File: src/rtl/standby_clamp_pkg.sv
// Shared constants and types for the standby pin clamp control block
package standby_clamp_pkg;
    localparam int DataWidth = 16;
    localparam int BusWidth = 32;
    localparam int IndexWidth = 8;
    localparam int ChannelCount = 6;
    // Register indices; byte address is four times the index
    localparam logic [7:0] ClampCfgIndex = 8'h17;
    localparam logic [7:0] StandbyOneIndex = 8'h18;
    localparam logic [7:0] StandbyTwoIndex = 8'h19;
    // Values after reset
    localparam logic [15:0] ClampCfgReset = 16'h003f;
    localparam logic [15:0] StandbyCfgReset = 16'hff00;
    // Field positions
    localparam int AmpPinBit = 6;
    localparam int AmpHoldBit = 14;
    localparam int HoldLsb = 8;
    localparam int AmpCtrlBit = 6;
    localparam int RsvdHoldBit = 15;
    localparam int RsvdPinBit = 7;
    typedef logic [DataWidth-1:0] reg_word_t;
    typedef enum logic [1:0] {
        BusIdle = 2'b00,
        BusWrite = 2'b01,
        BusReadWait = 2'b10,
        BusReadDone = 2'b11
    } bus_state_t;
endpackage

File: src/rtl/standby_links_if.sv
// Interfaces joining the bus front end and the standby sources to the core
`timescale 1ns/1ps
interface reg_access_if;
    logic wrEn;
    logic [standby_clamp_pkg::IndexWidth-1:0] index;
    standby_clamp_pkg::reg_word_t wdata;
    standby_clamp_pkg::reg_word_t rdata;
    modport bus(output wrEn, output index, output wdata, input rdata);
    modport core(input wrEn, input index, input wdata, output rdata);
endinterface

interface standby_src_if;
    standby_clamp_pkg::reg_word_t cfg;
    logic level;
    logic [standby_clamp_pkg::ChannelCount-1:0] pinClamp;
    logic [standby_clamp_pkg::ChannelCount-1:0] stickyClamp;
    logic pinOff;
    logic stickyOff;
    modport source(input cfg, output level, output pinClamp, output stickyClamp,
        output pinOff, output stickyOff);
    modport core(output cfg, input level, input pinClamp, input stickyClamp,
        input pinOff, input stickyOff);
endinterface

File: src/rtl/standby_pin_clamp_control.sv
// Standby pin clamp and amplifier-enable control with its register bank
//
// Operation
// - First standby config at 0x18, reset 0xff00.
// - Second standby config at 0x19, reset 0xff00.
// - Bits 15 and 7 reserved, writable.
// - Pin-control bit and high input force OFF.
// - Pin-control clear leaves amplifier enable untouched.
// - Channel pin-control and high input force clamp.
// - Channel pin-control clear leaves channel untouched.
// - Amp hold keeps OFF until software writes ON.
// - Amp hold clear returns ON when input low.
// - Channel hold keeps clamp until software clears.
// - Channel hold clear releases when input low.
// - Low input needed before amplifier returns ON.
// - Low input needed before channel leaves clamp.
// - Pin clamp sets the channel clamp bit.
// - Amp control bit reads actual output state.
//
// Local design decision: the AHB-Lite slave port.
`timescale 1ns/1ps
module standby_pin_clamp_control #(
    parameter int AddrWidth = 10
) (
    input wire logic ref_clk,
    input wire logic reset,
    input wire logic hsel,
    input wire logic [AddrWidth-1:0] haddr,
    input wire logic [1:0] htrans,
    input wire logic hwrite,
    input wire logic [2:0] hsize,
    input wire logic [31:0] hwdata,
    input wire logic hready,
    output logic hreadyout,
    output logic hresp,
    output logic [31:0] hrdata,
    input wire logic standbyInputOne,
    input wire logic standbyInputTwo,
    output logic amplifierEnableOutput,
    output logic [standby_clamp_pkg::ChannelCount-1:0] channelClamp
);
    localparam int NumInputs = 2;
    localparam int Ch = standby_clamp_pkg::ChannelCount;

    standby_clamp_pkg::reg_word_t cfg_q [NumInputs];
    standby_clamp_pkg::reg_word_t cfg_d [NumInputs];
    standby_clamp_pkg::reg_word_t clampCfg_q;
    standby_clamp_pkg::reg_word_t clampCfg_d;
    standby_clamp_pkg::reg_word_t clampSw;
    standby_clamp_pkg::reg_word_t clampReadWord;
    logic ampOut_q;
    logic ampOut_d;
    logic [Ch-1:0] chClamp_q;
    logic [Ch-1:0] chClamp_d;
    logic [NumInputs-1:0] cfgWr;
    logic [NumInputs-1:0] cfgHit;
    logic [NumInputs-1:0] standbyPins;
    logic [Ch-1:0] pinClampVec [NumInputs];
    logic [Ch-1:0] stickyClampVec [NumInputs];
    logic [NumInputs-1:0] pinOffVec;
    logic [NumInputs-1:0] stickyOffVec;
    logic [NumInputs-1:0] ampEnVec;
    logic [Ch-1:0] chEnVec [NumInputs];
    logic [Ch-1:0] pinClampAll;
    logic [Ch-1:0] stickyClampAll;
    logic [Ch-1:0] chEnAll;
    logic pinOffAny;
    logic stickyOffAny;
    logic ampEnAny;
    logic clampWr;
    logic clampHit;

    reg_access_if regBus ();
    standby_src_if src [NumInputs] ();

    // True when the captured index selects the given register
    function automatic logic indexHits(
        input logic [standby_clamp_pkg::IndexWidth-1:0] idx,
        input logic [standby_clamp_pkg::IndexWidth-1:0] target
    );
        indexHits = (idx == target);
    endfunction

    // Bus front end
    ahb_reg_slave #(
        .AddrWidth(AddrWidth)
    ) u_bus (
        .ref_clk(ref_clk),
        .reset(reset),
        .hsel(hsel),
        .haddr(haddr),
        .htrans(htrans),
        .hwrite(hwrite),
        .hsize(hsize),
        .hwdata(hwdata),
        .hready(hready),
        .hreadyout(hreadyout),
        .hresp(hresp),
        .hrdata(hrdata),
        .regs(regBus.bus)
    );

    assign standbyPins = {standbyInputTwo, standbyInputOne};

    // One source per standby input, each with its own config register
    for (genvar g = 0; g < NumInputs; g++) begin : g_src
        standby_source u_src (
            .ref_clk(ref_clk),
            .reset(reset),
            .standbyPin(standbyPins[g]),
            .port(src[g].source)
        );
        assign src[g].cfg = cfg_q[g];
        assign pinClampVec[g] = src[g].pinClamp;
        assign stickyClampVec[g] = src[g].stickyClamp;
        assign pinOffVec[g] = src[g].pinOff;
        assign stickyOffVec[g] = src[g].stickyOff;
        assign ampEnVec[g] = cfg_q[g][standby_clamp_pkg::AmpPinBit];
        assign chEnVec[g] = cfg_q[g][Ch-1:0];
        assign cfgHit[g] = indexHits(regBus.index,
            standby_clamp_pkg::StandbyOneIndex
            + standby_clamp_pkg::IndexWidth'(g));
        assign cfgWr[g] = regBus.wrEn & cfgHit[g];
        // All bits written as given, reserved ones included
        assign cfg_d[g] = cfgWr[g] ? regBus.wdata : cfg_q[g];

        // Config register storage
        always_ff @(posedge ref_clk) begin
            if (reset) begin
                cfg_q[g] <= standby_clamp_pkg::StandbyCfgReset;
            end else begin
                cfg_q[g] <= cfg_d[g];
            end
        end
    end

    // Requests of both inputs merged
    always_comb begin
        pinClampAll = '0;
        stickyClampAll = '0;
        chEnAll = '0;
        for (int i = 0; i < NumInputs; i++) begin
            pinClampAll = pinClampAll | pinClampVec[i];
            stickyClampAll = stickyClampAll | stickyClampVec[i];
            chEnAll = chEnAll | chEnVec[i];
        end
    end

    assign pinOffAny = |pinOffVec;
    assign stickyOffAny = |stickyOffVec;
    assign ampEnAny = |ampEnVec;

    // Clamp register: software value, then hardware clamp sets and amp hold clears win over software
    assign clampHit = indexHits(regBus.index, standby_clamp_pkg::ClampCfgIndex);
    assign clampWr = regBus.wrEn & clampHit;
    assign clampSw = clampWr ? regBus.wdata : clampCfg_q;
    assign clampCfg_d = {clampSw[15:7],
        clampSw[standby_clamp_pkg::AmpCtrlBit] & ~stickyOffAny,
        clampSw[Ch-1:0] | stickyClampAll};

    // Outputs: stored state ORed or gated by live pin requests
    assign chClamp_d = clampCfg_d[Ch-1:0] | pinClampAll;
    assign ampOut_d = clampCfg_d[standby_clamp_pkg::AmpCtrlBit] & ~pinOffAny;

    // Clamp register and output flops
    always_ff @(posedge ref_clk) begin
        if (reset) begin
            clampCfg_q <= standby_clamp_pkg::ClampCfgReset;
            chClamp_q <= standby_clamp_pkg::ClampCfgReset[Ch-1:0];
            ampOut_q <= standby_clamp_pkg::ClampCfgReset[standby_clamp_pkg::AmpCtrlBit];
        end else begin
            clampCfg_q <= clampCfg_d;
            chClamp_q <= chClamp_d;
            ampOut_q <= ampOut_d;
        end
    end

    assign channelClamp = chClamp_q;
    assign amplifierEnableOutput = ampOut_q;

    // Read view: clamp bits show pin clamps, amp bit shows the output state
    assign clampReadWord = {clampCfg_q[15:7], ampOut_q,
        clampCfg_q[Ch-1:0] | chClamp_q};
    assign regBus.rdata = clampHit ? clampReadWord
        : cfgHit[0] ? cfg_q[0]
        : cfgHit[1] ? cfg_q[1]
        : '0;
endmodule

File: src/rtl/standby_source.sv
// One standby input: sampling and per-channel clamp and amplifier requests
`timescale 1ns/1ps
module standby_source (
    input wire logic ref_clk,
    input wire logic reset,
    input wire logic standbyPin,
    standby_src_if.source port
);
    logic level_q;

    // Pin sampled once per clock, held as a level
    always_ff @(posedge ref_clk) begin
        if (reset) begin
            level_q <= 1'b0;
        end else begin
            level_q <= standbyPin;
        end
    end

    // Requests gated by pin-control bits, hold bits pick the sticky ones
    assign port.level = level_q;
    assign port.pinClamp = {standby_clamp_pkg::ChannelCount{level_q}}
        & port.cfg[standby_clamp_pkg::ChannelCount-1:0];
    assign port.stickyClamp = port.pinClamp
        & port.cfg[standby_clamp_pkg::HoldLsb +: standby_clamp_pkg::ChannelCount];
    assign port.pinOff = level_q & port.cfg[standby_clamp_pkg::AmpPinBit];
    assign port.stickyOff = port.pinOff & port.cfg[standby_clamp_pkg::AmpHoldBit];
endmodule

File: src/rtl/ahb_reg_slave.sv
// AHB-Lite slave front end: zero-wait writes, one-wait reads
`timescale 1ns/1ps
module ahb_reg_slave #(
    parameter int AddrWidth = 10
) (
    input wire logic ref_clk,
    input wire logic reset,
    input wire logic hsel,
    input wire logic [AddrWidth-1:0] haddr,
    input wire logic [1:0] htrans,
    input wire logic hwrite,
    input wire logic [2:0] hsize,
    input wire logic [31:0] hwdata,
    input wire logic hready,
    output logic hreadyout,
    output logic hresp,
    output logic [31:0] hrdata,
    reg_access_if.bus regs
);
    standby_clamp_pkg::bus_state_t state_q;
    standby_clamp_pkg::bus_state_t state_d;
    logic [standby_clamp_pkg::IndexWidth-1:0] index_q;
    logic [31:0] hrdata_q;
    wire addrPhase;

    if (AddrWidth < standby_clamp_pkg::IndexWidth + 2) begin : g_chk
        $error("AddrWidth too small for the register indices");
    end

    // Address phase accepted; hsize unused, only word transfers occur
    assign addrPhase = hsel & htrans[1] & hready;
    assign state_d = addrPhase ? (hwrite ? standby_clamp_pkg::BusWrite
        : standby_clamp_pkg::BusReadWait)
        : (state_q == standby_clamp_pkg::BusReadWait) ? standby_clamp_pkg::BusReadDone
        : standby_clamp_pkg::BusIdle;

    // Phase tracking and read capture
    always_ff @(posedge ref_clk) begin
        if (reset) begin
            state_q <= standby_clamp_pkg::BusIdle;
            index_q <= '0;
            hrdata_q <= '0;
        end else begin
            state_q <= state_d;
            if (addrPhase) begin
                index_q <= haddr[standby_clamp_pkg::IndexWidth+1:2];
            end
            if (state_q == standby_clamp_pkg::BusReadWait) begin
                hrdata_q <= {16'h0000, regs.rdata};
            end
        end
    end

    // Bus answers and core strobes
    assign hreadyout = (state_q != standby_clamp_pkg::BusReadWait);
    assign hresp = 1'b0;
    assign hrdata = hrdata_q;
    assign regs.wrEn = (state_q == standby_clamp_pkg::BusWrite);
    assign regs.index = index_q;
    assign regs.wdata = hwdata[standby_clamp_pkg::DataWidth-1:0];
endmodule

File: config.mk
export PLATFORM = sky130hd
export DESIGN_NAME = standby_pin_clamp_control
export DESIGN_NICKNAME = d
export VERILOG_FILES = /design/src/rtl/standby_clamp_pkg.sv /design/src/rtl/standby_links_if.sv /design/src/rtl/standby_pin_clamp_control.sv /design/src/rtl/standby_source.sv /design/src/rtl/ahb_reg_slave.sv
export SDC_FILE = /design/constraint.sdc
export NUM_CORES = 1
export LEC_CHECK = 0
export ABC_AREA = 1
export BUFFER_PORTS_ARGS = -buffer_cell sky130_fd_sc_hd__buf_4
export CORE_ASPECT_RATIO = 1.2
export CORE_MARGIN = 2
export CORE_UTILIZATION = 48
export CTS_CLUSTER_SIZE = 20
export DETAILED_ROUTE_END_ITERATION = 7
export GPL_TIMING_DRIVEN = 0
export PLACE_DENSITY = 0.76
export SETUP_SLACK_MARGIN = 0.2
export SLEW_MARGIN = 20
export SYNTH_ARGS = -nofsm -noshare
export SYNTH_HDL_FRONTEND = slang
export SYNTH_SLANG_ARGS = --single-unit
File: constraint.sdc
create_clock -name ref_clk -period 1.3 [get_ports ref_clk]
set_input_delay 0.065 -clock ref_clk [delete_from_list [all_inputs] [get_ports ref_clk]]
set_output_delay 0.065 -clock ref_clk [all_outputs]
set_load 0.05 [all_outputs]
==> impl_results.md <==
* Synth area leader: dfxtp_1
* Max Freq at 0.632 GHz
* Critical Path End Type: register
* Non-Filler Instances at 740
* CP required at 1.61 ns
* Worst r2r path cells at 9
* Die Wd at 84.1 microns
* Critical-path maximum fanout at 6
* Hold Startpoint: reset
* Met1 Usage GRT at 33.7%
* Die H at 100 microns
* Critical path arrival at 1.90 ns
* Pwr/cell area at 871 mW/mm^2
* Top_reg_cell synth: dfxtp_1
* Worst flop-to-flop path endpoint: u_bus.hrdata[10]
* Layout overhead on the synthesized area at 62.3%
* EDFF count, synth at 0
* I/O Buffers at 54
* Hold Violations, Final at 2
* Vias post-DR at 4536
* Worst-margin pin slew at 0.880 ns
* Placed insts at 650
* Vias in the first global route at 3957
* Gr usage total at 29.3%
* CP max-delay cell: dfxtp_2
* I/O pins at 95
* FFs w/ async S/R, synth at 0%
* DR iter-0 viols at 699
* Grt met2 use at 48.4%
* Final Setup Violations at 68
* Area of the mapped netlist at 0.00369 sq mm
* Synthesis Warnings at 0
* Post-synth top cells: 137 x nand2_1, 94 x nand3_1, 83 x dfxtp_1, 51 x a21oi_1, 20 x buf_4
* Initial antenna violation count at 0
* Register bit count reported by yosys at 83
* N_diodes at 0
* Grt ovf at 0
* Worst hold path type: primary input to register
* Post-synth top area share at 45.0%
* RSZ-0062 raised after global routing: true
* Skew final at 0.0102 ns
* Std cell rows at 35
* Critical path type: register to register
* Outcome: complete, but fails checks
* Crit Reg-Reg Startpoint: u_bus.regs.index[7]
* Core ar. at 0.00758 sq mm
* Slowest stage delay, CP at 0.32 ns
* Synth Area per Inst at 7.57 sq um
* Most common cell in the synthesized netlist: nand2_1
* Pwr Total at 5.21 mW
* CP Cell Sequence: inv_2 > nand2_4 > nor2_8 > buf_6 > buf_8 > nand3_1 > nand3_2 > nand2_2 > a21oi_2
* # DRC at 0
* DR WL/cell at 21.3 microns
* Failing checks: negative hold slack, negative setup slack
* Fin. max-slew vios at 0
* Overall routed net length at 15700 microns
* CP startpoint kind: register
* Fraction of layout cells with a size suffix above 1 at 47.8%
* Worst slew margin at 41.3%
* Fillcell total at 446
* Htree depth at 3
* Clock Sinks at 83
* Vias per cell at 6.13
* VDD IR max at 0.939 mV
* Layout Utilization at 79.1%
* Sequential element share of the synthesized area at 45.0%
* CP endpoint: u_bus.hrdata[10]
* Cells after Synth at 488
* CTS max path bufs at 2
* Clock buffer count from CTS at 9
* Final Cycle Share at 122%
* Tmin final at 1.58 ns
* Total Nets Final at 697
* Synth area leaders: dfxtp_1 45%, nand2_1 14%, nand3_1 13%
* Dpl hpwl at 7180 microns
* Starting density of the core at 48.7%
* Top Usage Layer GRT: met2
* Hold slack at -0.00241 ns
* TritonRoute pass-1 iters at 5
* First-pass GRT wire length at 19300 microns
* Antenna-violating nets left at 0
* Clock latency on the worst-skew pair at 0.39 ns
* CP startpoint: u_bus.regs.index[7]
* Met3 usage at 8.22%
* Worst setup margin at -0.283 ns
* Clk root buf: clkbuf_8
* Max cap viols at 0
* R2R setup slack at -0.28 ns
* P_leak at 2.55 nW
* Clock transition at path regs at 0.09 ns
* CTS tree: built
* GP Congestion at 0.925
* Largest net degree at the start of global routing at 16
* Synth cell types at 25
* Die area at 0.00841 sq mm
-- state kept, by name (all words and copies together) (netlist names) --
register and flops:
u_bus.state_q 2, cfg_q 32, u_bus.regs.index 8, channelClamp 6, clampCfg_q 16, u_bus.hrdata 16
amplifierEnableOutput 1, g_src.u_src.port.level 2
-- metal layers --
layer / wire length, microns / up-vias
li1: - / 1901
met1: 5480 / 2082
met2: 7290 / 421
met3: 1840 / 130
met4: 1090 / 2
met5: 23 / -
-- final cells by class --
class                      instances  area (sq um)  share of cell area (%)
inverter                          21           109                    1.82
sequential                        83          1680                    28.0
multi-input combinational        356          2230                    37.2
tap                               92           115                    1.92
timing repair buffer             128          1260                    21.1
buffer                            44           397                    6.62
clock inverter                     7          78.8                    1.32
clock buffer                       9           124                    2.07
-- cell usage in the layout, fill, tap and decap left out, types with 7 or more instances in the layout --
master / n
buf_8: 10
dfxtp_1: 73
a21oi_1: 24
a31oi_1: 7
inv_2: 8
nand2_2: 27
inv_1: 7
nand2_1: 96
buf_4: 91
nand3_1: 56
o21ai_0: 8
conb_1: 17
buf_6: 25
clkbuf_8: 10
a21oi_2: 27
dlygate4sd3_1: 24
nand2_4: 19
nand3_2: 39
dfxtp_2: 9
-- repair_timing --
action,4_1_cts,5_1_grt
endpoints found under the hold margin,55,0
pin swaps,26,33
resized for setup,91,108
buffers inserted,31,12
hold buffers,24,0
endpoints found under the setup margin,72,74
cloned,4,3
-- per-stage QoR --
stage          TNS [ns]  setup slack (ns)  hold WS, ns  instance area, sq um
2_1_floorplan   -0.0136           -0.0136        0.157                  3810
3_3_place_gp      -4.48            -0.156        0.258                  4330
3_5_place_dp      -5.17            -0.163        0.273                  4330
4_1_cts           -3.05            -0.114    0.0000432                  5390
5_1_grt          -13.87            -0.342       0.0108                  5990
6_report         -10.52            -0.283     -0.00241                  5990
-- critical path, delay by kind of cell, from the launching register on --
kind                   cells  cell delay, ns
AO/OA/AOI/OAI              1            0.10
buffers and inverters      3            0.38
flip-flops                 1            0.32
AND/OR/NAND/NOR            5            0.72
-- logic make-up after synthesis --
group                  Yosys count  synth area share, %
other                            1                0.102
buffers and inverters           65                 10.0
flip-flops                      83                 45.0
AO/OA/AOI/OAI                   76                 11.1
AND/OR/NAND/NOR                263                 33.7
-- how the worst min path moves through the flow --
stage	endpoint	cells past startpoint
after global routing	u_bus.hrdata[6]	2
after CTS	u_bus.hrdata[6]	2
after detailed placement	u_bus.state_q[1]	2
after global placement	u_bus.state_q[1]	2
final	u_bus.hrdata[6]	2
after floorplan	u_bus.state_q[1]	1
-- power breakdown --
| part | leakage [nW] | total, mW | switching (mW) | internal, mW |
|---|---|---|---|---|
| clock | 0.0916 | 1.96 | 1.07 | 0.896 |
| sequential | 0.676 | 2.59 | 0.0244 | 2.56 |
| combinational | 1.78 | 0.669 | 0.397 | 0.272 |
No activity file was read; power rests on OpenSTA's default activity.
